<file path="config.mk">
export PLATFORM = sky130hd
export DESIGN_NAME = rpcs_host
export DESIGN_NICKNAME = d
export VERILOG_FILES = /design/src/rpcs_pkg.sv /design/src/rpcs_ctrl_wr.sv /design/src/rpcs_host.sv
export SDC_FILE = /design/constraint.sdc
export NUM_CORES = 1
export LEC_CHECK = 0
export BUFFER_PORTS_ARGS = -buffer_cell sky130_fd_sc_hd__buf_2
export CAP_MARGIN = 20
export CORE_ASPECT_RATIO = 1.1
export CORE_MARGIN = 4
export CORE_UTILIZATION = 41
export CTS_CLUSTER_SIZE = 20
export DETAILED_ROUTE_END_ITERATION = 7
export PLACE_DENSITY = 0.6
export SLEW_MARGIN = 25
export SYNTH_ARGS = -nofsm -noshare
export SYNTH_HDL_FRONTEND = slang
export SYNTH_SLANG_ARGS = --single-unit
</file>
<file path="constraint.sdc">
create_clock -name pclk -period 5.5 [get_ports pclk]
set_input_delay 0.825 -clock pclk [delete_from_list [all_inputs] [get_ports pclk]]
set_output_delay 0.825 -clock pclk [all_outputs]
set_load 0.01 [all_outputs]
</file>
<file path="src/rpcs_pkg.sv">
// Purpose: shared constants for the record power and clock sequencing host
// Assumes: 50 MHz pclk, device control port reached by a 3-wire serial writer
// Notes:   device register addresses and bit positions are listed once here
package rpcs_pkg;

  // clock
  localparam int CLK_NS            = 20;

  // timing, figures in their own unit, counts derived
  localparam int RST_LOW_NS        = 150;
  localparam int RST_LOW_CYC       = (RST_LOW_NS + CLK_NS - 1) / CLK_NS;
  localparam int VCM_TO_PLL_NS     = 2000000;
  localparam int VCM_TO_PLL_CYC    = VCM_TO_PLL_NS / CLK_NS;
  localparam int PLL_TO_ADC_NS     = 6000000;
  localparam int PLL_TO_ADC_CYC    = PLL_TO_ADC_NS / CLK_NS;
  localparam int PLL_LOCK_NS       = 40000000;
  localparam int PLL_LOCK_CYC      = PLL_LOCK_NS / CLK_NS;
  localparam int CNT_W             = 22;

  // device control addresses
  localparam logic [6:0] DEV_PWR   = 7'h00;
  localparam logic [6:0] DEV_CLK   = 7'h01;
  localparam logic [6:0] DEV_MIC_A = 7'h02;
  localparam logic [6:0] DEV_MIC_B = 7'h03;
  localparam logic [6:0] DEV_FS    = 7'h05;
  localparam logic [6:0] DEV_TMR   = 7'h0A;
  localparam logic [6:0] DEV_REF   = 7'h0B;
  localparam logic [6:0] DEV_LIM   = 7'h0C;

  // device bit positions
  localparam int PWR_ADC_LEFT      = 0;
  localparam int PWR_ADC_RIGHT     = 1;
  localparam int PWR_VCM           = 2;
  localparam int PWR_MIC_AMP       = 3;
  localparam int CLK_PLL           = 0;
  localparam int CLK_MASTER        = 1;
  localparam int CLK_MCLK_OUT      = 2;
  localparam int LIM_ALC_EN        = 7;
  localparam logic [7:0] DEV_RST   = 8'h00;

  // serial frame
  localparam int SER_BITS          = 16;

  // apb register offsets and fields
  localparam logic [7:0] REG_CMD   = 8'h00;
  localparam logic [7:0] REG_MODE  = 8'h04;
  localparam logic [7:0] REG_FS    = 8'h08;
  localparam logic [7:0] REG_MIC   = 8'h0C;
  localparam logic [7:0] REG_ALC   = 8'h10;
  localparam logic [7:0] REG_STAT  = 8'h14;
  localparam int CMD_START         = 0;
  localparam int CMD_STOP          = 1;
  localparam int CMD_CLK_STOP      = 2;
  localparam int CMD_PWR_OFF       = 3;
  localparam int CMD_RESET         = 4;
  localparam logic [2:0] MODE_RST  = 3'h0;

  typedef enum logic [2:0] {
    MD_PLL_MASTER = 3'b000,
    MD_PLL_FRAME  = 3'b001,
    MD_PLL_MCK    = 3'b010,
    MD_EXT_SLAVE  = 3'b011,
    MD_EXT_MASTER = 3'b100
  } rpcs_mode_e;

endpackage

</file>
<file path="src/rpcs_ctrl_wr.sv">
// Purpose: 3-wire serial writer for the device control port
// Assumes: one 16-bit frame per write, write flag first, msb first
// Notes:   serial clock is pclk divided by four
`timescale 1ns/1ns
module rpcs_ctrl_wr
  import rpcs_pkg::*;
(
  // clock and reset
  input  wire logic        pclk,
  input  wire logic        presetn,
  // write request
  input  wire logic        wr_valid,
  input  wire logic [6:0]  wr_addr,
  input  wire logic [7:0]  wr_data,
  output logic             wr_ready,
  // serial pins
  output logic             ctrl_csn,
  output logic             ctrl_cclk,
  output logic             ctrl_cdata
);

  typedef struct packed {
    logic        busy;
    logic [1:0]  div;
    logic [4:0]  bits;
    logic [15:0] shreg;
    logic        csn;
    logic        cclk;
    logic        cdo;
    logic        ready;
  } rpcs_wr_s;

  rpcs_wr_s s_q;
  rpcs_wr_s s_d;

  always_comb begin
    s_d = s_q;
    if (!s_q.busy) begin
      if (wr_valid && s_q.ready) begin
        s_d.busy  = 1'b1;
        s_d.shreg = {1'b1, wr_addr, wr_data};
        s_d.div   = 2'h0;
        s_d.bits  = 5'h00;
        s_d.csn   = 1'b0;
      end
    end else begin
      s_d.div = s_q.div + 2'h1;
      case (s_q.div)
        2'h0: begin
          s_d.cclk = 1'b0;
          s_d.cdo  = s_q.shreg[15];
        end
        2'h2: s_d.cclk = 1'b1;
        2'h3: begin
          s_d.shreg = {s_q.shreg[14:0], 1'b0};
          s_d.bits  = s_q.bits + 5'h01;
          if (s_q.bits == 5'(SER_BITS - 1)) begin
            s_d.busy = 1'b0;
            s_d.csn  = 1'b1;
          end
        end
        default: s_d.div = s_q.div + 2'h1;
      endcase
    end
    // ready drops the cycle after acceptance so the caller can see completion
    s_d.ready = !s_d.busy;
  end

  always_ff @(posedge pclk or negedge presetn) begin
    if (!presetn) begin
      s_q <= '{busy: 1'b0, div: 2'h0, bits: 5'h00, shreg: 16'h0000,
               csn: 1'b1, cclk: 1'b1, cdo: 1'b0, ready: 1'b1};
    end else begin
      s_q <= s_d;
    end
  end

  assign wr_ready   = s_q.ready;
  assign ctrl_csn   = s_q.csn;
  assign ctrl_cclk  = s_q.cclk;
  assign ctrl_cdata = s_q.cdo;
endmodule

</file>
<file path="src/rpcs_host.sv">
// Purpose: host sequencer powering, recording and clock stopping of the audio front end
// Assumes: apb slave at 50 MHz, device reached by its serial control port and pins
// Notes:   clock sources outside are gated by the *_run outputs
`timescale 1ns/1ns
module rpcs_host
  import rpcs_pkg::*;
#(
  parameter int T_VCM_PLL = VCM_TO_PLL_CYC,
  parameter int T_PLL_ADC = PLL_TO_ADC_CYC,
  parameter int T_LOCK    = PLL_LOCK_CYC
)(
  // clock and reset
  input  wire logic        pclk,
  input  wire logic        presetn,
  // apb slave
  input  wire logic        psel,
  input  wire logic        penable,
  input  wire logic        pwrite,
  input  wire logic [7:0]  paddr,
  input  wire logic [31:0] pwdata,
  output logic             pready,
  output logic [31:0]      prdata,
  output logic             pslverr,
  // device pins
  output logic             power_down_pin_n,
  output logic             ctrl_csn,
  output logic             ctrl_cclk,
  output logic             ctrl_cdata,
  // external clock source gates
  output logic             mck_run,
  output logic             bclk_run,
  output logic             frame_run
);

  typedef enum logic [4:0] {
    S_PINRST  = 5'b00000,
    S_IDLE    = 5'b00001,
    S_FS      = 5'b00010,
    S_LOCK    = 5'b00011,
    S_MIC_A   = 5'b00100,
    S_MIC_B   = 5'b00101,
    S_TMR     = 5'b00110,
    S_REF     = 5'b00111,
    S_LIM     = 5'b01000,
    S_PWR1    = 5'b01001,
    S_WAIT2   = 5'b01010,
    S_PLL     = 5'b01011,
    S_WAIT6   = 5'b01100,
    S_ADC     = 5'b01101,
    S_STOP    = 5'b01110,
    S_ALC_OFF = 5'b01111,
    S_CK_PLL  = 5'b10000,
    S_CK_MOUT = 5'b10001,
    S_CK_OFF  = 5'b10010,
    S_VCM_OFF = 5'b10011,
    S_WRITE   = 5'b10100,
    S_WDONE   = 5'b10101
  } rpcs_st_e;

  typedef struct packed {
    rpcs_st_e         st;
    rpcs_st_e         nxt;
    logic [CNT_W-1:0] cnt;
    rpcs_mode_e       mode;
    logic [7:0]       fs;
    logic [7:0]       mic_a;
    logic [7:0]       mic_b;
    logic [7:0]       tmr;
    logic [7:0]       ref_v;
    logic [7:0]       lim;
    logic [7:0]       pwr;
    logic [7:0]       clk;
    logic             recording;
    logic             wr_valid;
    logic [6:0]       wr_addr;
    logic [7:0]       wr_data;
    logic             rst_pin_n;
    logic             mck;
    logic             bclk;
    logic             frame;
    logic             pready;
    logic [31:0]      prdata;
    logic             pslverr;
  } rpcs_s;

  rpcs_s    s_q;
  rpcs_s    s_d;
  logic     wr_ready;

  rpcs_ctrl_wr u_wr (
    .pclk       (pclk),
    .presetn    (presetn),
    .wr_valid   (s_q.wr_valid),
    .wr_addr    (s_q.wr_addr),
    .wr_data    (s_q.wr_data),
    .wr_ready   (wr_ready),
    .ctrl_csn   (ctrl_csn),
    .ctrl_cclk  (ctrl_cclk),
    .ctrl_cdata (ctrl_cdata)
  );

  function automatic logic is_pll(rpcs_mode_e m);
    return (m == MD_PLL_MASTER) || (m == MD_PLL_FRAME) || (m == MD_PLL_MCK);
  endfunction

  function automatic logic mapped(logic [7:0] a);
    return (a == REG_CMD) || (a == REG_MODE) || (a == REG_FS) ||
           (a == REG_MIC) || (a == REG_ALC) || (a == REG_STAT);
  endfunction

  // queue one device write, then continue at the given state
  function automatic rpcs_s issue(rpcs_s s, logic [6:0] a, logic [7:0] d, rpcs_st_e after);
    rpcs_s r;
    r          = s;
    r.wr_valid = 1'b1;
    r.wr_addr  = a;
    r.wr_data  = d;
    r.nxt      = after;
    r.st       = S_WRITE;
    return r;
  endfunction

  function automatic rpcs_s wait_for(rpcs_s s, int cyc, rpcs_st_e st);
    rpcs_s r;
    r     = s;
    r.cnt = CNT_W'(cyc - 1);
    r.st  = st;
    return r;
  endfunction

  logic       acc;
  logic [4:0] cmd;
  logic       clk_on;

  always_comb begin
    s_d     = s_q;
    acc     = psel && penable && pready;
    cmd     = 5'h00;
    clk_on  = s_q.mck || s_q.bclk || s_q.frame;
    // apb: one wait state, then answer for one cycle
    s_d.pready  = psel && penable && !s_q.pready;
    s_d.pslverr = psel && penable && !s_q.pready && !mapped(paddr);
    if (psel && penable && !s_q.pready) begin
      case (paddr)
        REG_MODE: s_d.prdata = {29'h0, s_q.mode};
        REG_FS:   s_d.prdata = {24'h0, s_q.fs};
        REG_MIC:  s_d.prdata = {16'h0, s_q.mic_b, s_q.mic_a};
        REG_ALC:  s_d.prdata = {8'h0, s_q.lim, s_q.ref_v, s_q.tmr};
        REG_STAT: s_d.prdata = {16'h0, s_q.pwr[3:0], s_q.clk[3:0], s_q.st, s_q.recording,
                                s_q.rst_pin_n, (s_q.st != S_IDLE)};
        default:  s_d.prdata = 32'h0000_0000;
      endcase
    end
    if (acc && pwrite && !pslverr) begin
      case (paddr)
        REG_CMD:  cmd = pwdata[4:0];
        // level registers only taken while adc is powered down
        REG_MODE: if (!s_q.recording) s_d.mode = rpcs_mode_e'(pwdata[2:0]);
        REG_FS:   if (!s_q.recording) s_d.fs = pwdata[7:0];
        REG_MIC:  if (!s_q.recording) {s_d.mic_b, s_d.mic_a} = pwdata[15:0];
        REG_ALC:  if (!s_q.recording) {s_d.lim, s_d.ref_v, s_d.tmr} = {1'b0, pwdata[22:0]};
        default:  cmd = 5'h00;
      endcase
    end

    case (s_q.st)
      S_PINRST: begin
        s_d.rst_pin_n = 1'b0;
        if (s_q.cnt == '0) begin
          s_d.rst_pin_n = 1'b1;
          s_d.st    = S_IDLE;
        end else begin
          s_d.cnt = s_q.cnt - 1'b1;
        end
      end
      S_IDLE: begin
        if (cmd[CMD_RESET]) begin
          // device registers return to defaults, mirror them
          s_d       = wait_for(s_d, RST_LOW_CYC, S_PINRST);
          s_d.rst_pin_n = 1'b0;
          // a reset device is no longer recording
          s_d.recording = 1'b0;
          s_d.pwr   = DEV_RST;
          s_d.clk   = DEV_RST;
        end else if (cmd[CMD_START] && !s_q.recording) begin
          // clocks must run before any analog block comes up
          s_d.mck   = (s_q.mode != MD_PLL_FRAME);
          s_d.bclk  = (s_q.mode == MD_PLL_FRAME) || (s_q.mode == MD_PLL_MCK) ||
                      (s_q.mode == MD_EXT_SLAVE);
          s_d.frame = s_d.bclk;
          s_d       = issue(s_d, DEV_FS, s_q.fs, is_pll(s_q.mode) ? S_LOCK : S_MIC_A);
          if (is_pll(s_q.mode)) s_d.cnt = CNT_W'(T_LOCK - 1);
        end else if (cmd[CMD_STOP] && s_q.recording) begin
          s_d.st = S_STOP;
        end else if (cmd[CMD_CLK_STOP] && !s_q.recording && clk_on) begin
          // stop order depends on clock mode
          case (s_q.mode)
            MD_PLL_MASTER, MD_PLL_FRAME, MD_PLL_MCK: s_d.st = S_CK_PLL;
            default: s_d.st = S_CK_OFF;
          endcase
        end else if (cmd[CMD_PWR_OFF] && !s_q.recording && !clk_on && s_q.pwr[PWR_VCM]) begin
          s_d.st = S_VCM_OFF;
        end
      end
      S_LOCK: begin
        // a fresh rate needs the pll relocked before the path powers up
        if (s_q.cnt == '0) s_d.st = S_MIC_A;
        else s_d.cnt = s_q.cnt - 1'b1;
      end
      S_MIC_A: s_d = issue(s_d, DEV_MIC_A, s_q.mic_a, S_MIC_B);
      S_MIC_B: s_d = issue(s_d, DEV_MIC_B, s_q.mic_b, S_TMR);
      S_TMR:   s_d = issue(s_d, DEV_TMR, s_q.tmr, S_REF);
      S_REF:   s_d = issue(s_d, DEV_REF, s_q.ref_v, S_LIM);
      S_LIM: begin
        s_d = issue(s_d, DEV_LIM, s_q.lim | 8'h80, S_PWR1);
      end
      S_PWR1: begin
        s_d.pwr[PWR_VCM]     = 1'b1;
        s_d.pwr[PWR_MIC_AMP] = 1'b1;
        s_d = issue(s_d, DEV_PWR, s_d.pwr, S_WAIT2);
        s_d.cnt = CNT_W'(T_VCM_PLL - 1);
      end
      S_WAIT2: begin
        if (s_q.cnt == '0) s_d.st = S_PLL;
        else s_d.cnt = s_q.cnt - 1'b1;
      end
      S_PLL: begin
        s_d.clk[CLK_PLL]    = is_pll(s_q.mode);
        s_d.clk[CLK_MASTER] = (s_q.mode == MD_PLL_MASTER) || (s_q.mode == MD_EXT_MASTER);
        s_d.clk[CLK_MCLK_OUT] = (s_q.mode == MD_PLL_MASTER) || (s_q.mode == MD_PLL_MCK);
        s_d = issue(s_d, DEV_CLK, s_d.clk, S_WAIT6);
        s_d.cnt = CNT_W'(T_PLL_ADC - 1);
      end
      S_WAIT6: begin
        if (s_q.cnt == '0) s_d.st = S_ADC;
        else s_d.cnt = s_q.cnt - 1'b1;
      end
      S_ADC: begin
        s_d.pwr[PWR_ADC_LEFT]  = 1'b1;
        s_d.pwr[PWR_ADC_RIGHT] = 1'b1;
        s_d.recording          = 1'b1;
        s_d = issue(s_d, DEV_PWR, s_d.pwr, S_IDLE);
      end
      S_STOP: begin
        s_d.pwr[PWR_ADC_LEFT]  = 1'b0;
        s_d.pwr[PWR_ADC_RIGHT] = 1'b0;
        s_d.pwr[PWR_MIC_AMP]   = 1'b0;
        s_d = issue(s_d, DEV_PWR, s_d.pwr, S_ALC_OFF);
      end
      S_ALC_OFF: begin
        s_d.recording = 1'b0;
        s_d = issue(s_d, DEV_LIM, s_q.lim, S_IDLE);
      end
      S_CK_PLL: begin
        s_d.clk[CLK_PLL]    = 1'b0;
        s_d.clk[CLK_MASTER] = 1'b0;
        s_d = issue(s_d, DEV_CLK, s_d.clk, (s_q.mode == MD_PLL_FRAME) ? S_CK_OFF : S_CK_MOUT);
      end
      S_CK_MOUT: begin
        s_d.clk[CLK_MCLK_OUT] = 1'b0;
        s_d = issue(s_d, DEV_CLK, s_d.clk, S_CK_OFF);
      end
      S_CK_OFF: begin
        s_d.mck   = 1'b0;
        s_d.bclk  = 1'b0;
        s_d.frame = 1'b0;
        s_d.st    = S_IDLE;
      end
      S_VCM_OFF: begin
        s_d.pwr = DEV_RST;
        s_d = issue(s_d, DEV_PWR, DEV_RST, S_IDLE);
      end
      S_WRITE: begin
        if (wr_ready) begin
          s_d.wr_valid = 1'b0;
          s_d.st       = S_WDONE;
        end
      end
      S_WDONE: begin
        // next step only once the frame has left the pins
        if (wr_ready) s_d.st = s_q.nxt;
      end
      default: s_d.st = S_IDLE;
    endcase
  end

  always_ff @(posedge pclk or negedge presetn) begin
    if (!presetn) begin
      s_q        <= '0;
      s_q.st     <= S_PINRST;
      s_q.nxt    <= S_IDLE;
      s_q.cnt    <= CNT_W'(RST_LOW_CYC - 1);
      s_q.mode   <= rpcs_mode_e'(MODE_RST);
    end else begin
      s_q <= s_d;
    end
  end

  assign pready           = s_q.pready;
  assign prdata           = s_q.prdata;
  assign pslverr          = s_q.pslverr;
  assign power_down_pin_n = s_q.rst_pin_n;
  assign mck_run          = s_q.mck;
  assign bclk_run         = s_q.bclk;
  assign frame_run        = s_q.frame;
endmodule

</file>
After elaboration in Yosys (flattened, before gate mapping)
Index checks and enable logic that the tools add are counted.
{ "classes": {"add_sub_neg": 3, "multipliers": 0, "div": 0, "magnitude_cmp": 0, "n_eq_ne": 49, "shifts": 0, "mux": 48, "bitwise": 8, "reduce_logical": 76} }
{ "op_table": {"columns": ["op", "count"], "rows": [
  ["$pmux 68 s9", 1],
  ["$pmux 15 s14", 1],
  ["$mux 154", 1],
  ["$mux 149", 1],
  ["$pmux 24 s5", 1],
  ["$pmux 22 s4", 1],
  ["$mux 22", 3],
  ["$mux 5", 12],
  ["$pmux 5 s12", 1],
  ["$mux 51", 1],
  ["$mux 25", 2],
  ["$mux 24", 2],
  ["$eq 5x4->1 const B", 9],
  ["$pmux 5 s8", 1],
  ["$mux 34", 1],
  ["$mux 16", 2],
  ["$mux 32", 1],
  ["$reduce_and 8->1", 4],
  ["$eq 5x5->1 const B", 6],
  ["$logic_not 22->1", 1],
  ["$sub 22x1->22 const B", 1],
  ["$reduce_and 7->1", 3],
  ["$eq 5x3->1 const B", 4],
  ["$ne 2x2->1 const B", 10],
  ["other kinds (44)", 114]
]} }
{ "word_totals": {"register_bits": 182, "latch_bits": 0, "ramBits": 0, "mem_bits_ro": 0, "input_bits": 45, "out_inout_bits": 41, "wordCells": 220, "n_memories": 0} }

Logic depth before layout (Yosys ltp)
{ "depth": {"word_depth": 14, "ltp_mapped": 10} }

Modules after synthesis
From an unflattened synthesis, not the netlist that was laid out.
{ "hier_totals": {"hier_cells": 902, "hier_area_um2": 8538.2} }
{ "by_module_without_submodules": {"columns": ["module", "n_inst", "cells_per_inst", "area_per_inst_um2", "seq_area_each_um2"], "rows": [
  ["rpcs_host", 1, 783, 7273.2, 3258.1],
  ["rpcs_ctrl_wr", 1, 119, 1265.0, 704.4]
]} }

Worst setup path after synthesis
Ideal clock, no wire load.
{ "synth_timing": {"path_kind": "input-to-reg", "start": "in paddr[0]", "end": "reg s_q[100] (netlist name)", "setup_ns": 0.125, "arrival_ns": 2.814, "required_ns": 5.375, "setup_slack_ns": 2.562, "path_stages": 8, "n_path_buf": 3, "cell_sequence": "or4_1 -> nor2_1 -> and4b_1 -> buf_2 -> and2_1 -> buf_2 -> buf_2 -> mux2_2"} }
{ "synth_via": {"elab_chain_cells": 6, "word_cells_on_any_way": 9, "classes_between": "eq/ne (1); mux (7); reduce/logical (1)"} }
{ "synth_rtl": {"columns": ["item", "line_no", "rtl"], "rows": [
  ["start, declared", "rpcs_host.sv:19", "input wire logic [7:0] paddr,"],
  ["$eq 8x4->1", "rpcs_host.sv:155", "case (paddr)"],
  ["$mux 16", "rpcs_host.sv:155", null],
  ["$mux 51", "rpcs_host.sv:154", "if (acc && pwrite && !pslverr) begin"],
  ["$mux 149", "rpcs_host.sv:185", "end else if (cmd[CMD_START] && !s_q.recording) begin"],
  ["$mux 154", "rpcs_host.sv:177", "if (cmd[CMD_RESET]) begin"],
  ["$pmux 68 s9 *", "rpcs_host.sv:166", "case (s_q.st)"],
  ["end, declared", "rpcs_host.sv:86", "rpcs_s s_q;"]
]} }
Mark *: on every way between the ends. The rest lies on a longest branch, timed or not. The select of a mux whose other input is x is not followed.
A chain may end at the register's enable or synchronous reset.

Worst setup path in the final report
{ "layout_timing": {"start": "in paddr[0]", "end": "reg s_q[105] (netlist name)"} }
Same word-level chain as after synthesis.

==> qor.yml <==
synth:
  synth_cell_types: 70
  synth.avg_cell_area_sq_um: 9.46
  seq_area_frac_synth_pct: 46.3
  synth_cells: 905
  async_flop_share_pct: 100
  synth_edf_count: 0
  synth_seq_cells: 158
  syn_area_sq_um: 8560
  ys_warn_count: 0
  synth_flop_cell: "dfrtp_1"
clock_tree:
  cts-root-buf: "clkbuf_16"
  worstSkewPairLatency_ns: 0.43
  cts_tree: "built"
  cts-htree-levels: 4
  clk_path_buf_depth: 2
  cts_resized: 0
  hold_buffers: 0
  postCtsSetupBuffers: 0
  clk_pin_slew_ns: 0.06
  cts.sinks: 158
  cts_made_buffers: 17
setup_path:
  crit-reg2reg-capture: "s_q[133]"
  critPathLaunchType: "input port"
  slowest_stage: "and2_1"
  path_max_fanout: 17
  max_stage_delay_ns: 0.79
  arrival_ns: 3.78
  ff2ff_setup_slack_ns: 2.08
  critPathLaunch: "paddr[0]"
  r2r-start: "s_q[149]"
  timing.critical_path.to: "s_q[105]"
  worstPathRequired_ns: 5.81
  crit_chain: "buf_2 -> or4_1 -> nor2_1 -> and4b_1 -> and2_1 -> mux2_2"
  worstRegToRegCells: 6
  path_class: "input port to register"
  end_kind: "register"
global_route:
  grt_overflow: 0
  grt_max_degree: 66
  track_usage_pct: 20.6
  antenna_found_initial: 0
  grt_pass1_vias: 6885
  grt_pass1_wl_mm: 38.8
timing:
  fin_skew_ns: 0.0115
  rsz0062_at_grt: "no"
  tightest_slew_ns: 0.965
  setup_viol: 0
  hold_violations: 0
  min_period_over_period_pct: 63.2
  fmax_ghz: 0.288
  fin_ws_ns: 2.03
  slew_violations: 0
  relSlewSlack_pct: 35.3
  hold_ws_ns: 0.378
  setup_tns_ns: 0
  fin_crit_ns: 3.47
floorplan:
  die_area_sq_um: 23300
  ios: 86
  core_sq_um: 20600
  die_y_um: 160
  initial_core_util_pct: 41.6
  std_cell_rows: 55
  die_width_um: 146
route:
  first_pass_iters: 5
  wl_per_cell_um: 19.9
  drc_errors: 0
  vias_per_cell: 5.99
  vias: 7109
  dr.first_iter.drc_count: 646
  ant_nets: 0
  routed_wl_mm: 23.6
placement:
  pre_cts_ws_ns: 1.65
  dp.cells: 1155
  portBuffers: 67
  dp_hpwl_mm: 16.4
  gp_routability_congestion: 0.905
layout:
  diodes: 0
  layoutNonFillerInstCount: 1186
  final_common_cell: "dfrtp_1"
  most-common-layout-cells: "151 x dfrtp_1, 99 x nor2_1, 97 x nand2_1"
  layout-drive-gt1-share_pct: 21.3
  final_net_count: 969
  syn_to_final_growth_pct: 11.0
power:
  total_leakage_power_nw: 4.30
  power.density_nw_per_um2: 269
  p_total_mw: 2.55
  ir_drop_mv: 0.214
hold_path:
  hold_path_class: "input port to async pin"
flow_run:
  maxCapViolations: 0
run_status:
  status: "finished clean"
==> cells in the mapped netlist, types with 5 or more instances <==
cell type	count	area (sq um)
a211oi_1	5	37.5
a21o_1	11	82.6
a21oi_1	46	230
a221oi_1	6	52.6
a222oi_1	12	120
a22oi_1	8	60.1
a31oi_1	20	125
a32oi_1	7	61.3
and2_1	5	31.3
buf_1	10	37.5
buf_2	10	50.1
buf_4	33	248
clkbuf_1	38	143
dfrtp_1	151	3780
dfstp_2	7	184
ha_1	6	75.1
inv_1	11	41.3
mux2_2	57	642
mux2i_1	8	80.1
nand2_1	98	368
nand2b_1	19	119
nand3_1	17	85.1
nand4_1	5	31.3
nor2_1	99	372
nor2b_1	9	56.3
nor3_1	26	130
nor3b_1	5	37.5
nor4_1	10	62.6
o21ai_0	41	205
o21ai_2	6	52.6
o22ai_1	16	100
o31ai_1	18	135
or2_2	5	31.3
or3_1	7	43.8
or4_1	7	52.6
==> sequential cells by signal (all words and copies together) (netlist names) <==
signal / flops
s_q: 102
u_wr.s_q: 24
prdata: 23
bclk_run: 1
mck_run: 1
power_down_pin_n: 1
pready: 1
pslverr: 1
u_wr.ctrl_cclk: 1
u_wr.ctrl_cdata: 1
u_wr.ctrl_csn: 1
u_wr.wr_ready: 1
==> per-stage QoR <==
stage / area (sq um) / utilization, %
5_1_grt: 9500 / 46.2
3_5_place_dp: 8850 / 43.0
6_report: 9500 / 46.2
4_1_cts: 9500 / 46.2
2_1_floorplan: 8590 / -
3_3_place_gp: 8840 / 43.0
==> worst max-delay path, delay by kind of cell <==
kind                   cells  cell delay [ns]
buffers and inverters      1             0.09
multiplexers               1             0.42
AND/OR/NAND/NOR            4             2.44
==> cells by family after synthesis <==
family / share of synthesized area [%]
AO/OA/AOI/OAI: 18.8
adder cells (fa/ha/maj): 0.877
multiplexers: 8.43
XOR/XNOR: 0.512
other: 0.0438
flip-flops: 46.3
buffers and inverters: 6.37
AND/OR/NAND/NOR: 18.6
==> worst min path at each step <==
| stage | cells past startpoint | endpoint | from | slack [ns] |
|---|---|---|---|---|
| final | 1 | u_wr.ctrl_cdata | presetn | 0.38 |
| after global routing | 1 | u_wr.ctrl_cdata | presetn | 0.42 |
| after CTS | 1 | u_wr.ctrl_cdata | presetn | 0.40 |
| after detailed placement | 2 | prdata[17] | prdata[17] | 0.45 |
| after global placement | 2 | prdata[18] | prdata[18] | 0.45 |
| after floorplan | 2 | u_wr.s_q[4] | s_q[38] | 0.44 |
==> layer usage <==
layer  vias to the layer above  routed length (um)  part of all wire [%]  track usage, %
li1                       3295                   -                     -               -
met1                      3515               10500                    45            29.3
met2                       277               11300                    48            32.1
met3                        22                1470                   6.2            4.10
met4                         0                 362                   1.5            5.74
met5                         -                   0                     0               0
==> power by group <==
part	internal (mW)	leakage (nW)	switching, mW
clock network	0.821	0.316	0.495
registers	1.17	2.03	0.00305
logic	0.0179	1.96	0.0492
total	2.01	4.30	0.547
==> layout make-up <==
type	count	area, sq um
repair buffers	79	432
clock inverters	12	209
clock buffers	19	443
fillers	1945	11100
well taps	256	320
multi-input cells	651	4090
inverters	11	41.3
flip-flops and latches	158	3960
(Power assumes the default switching activity.)
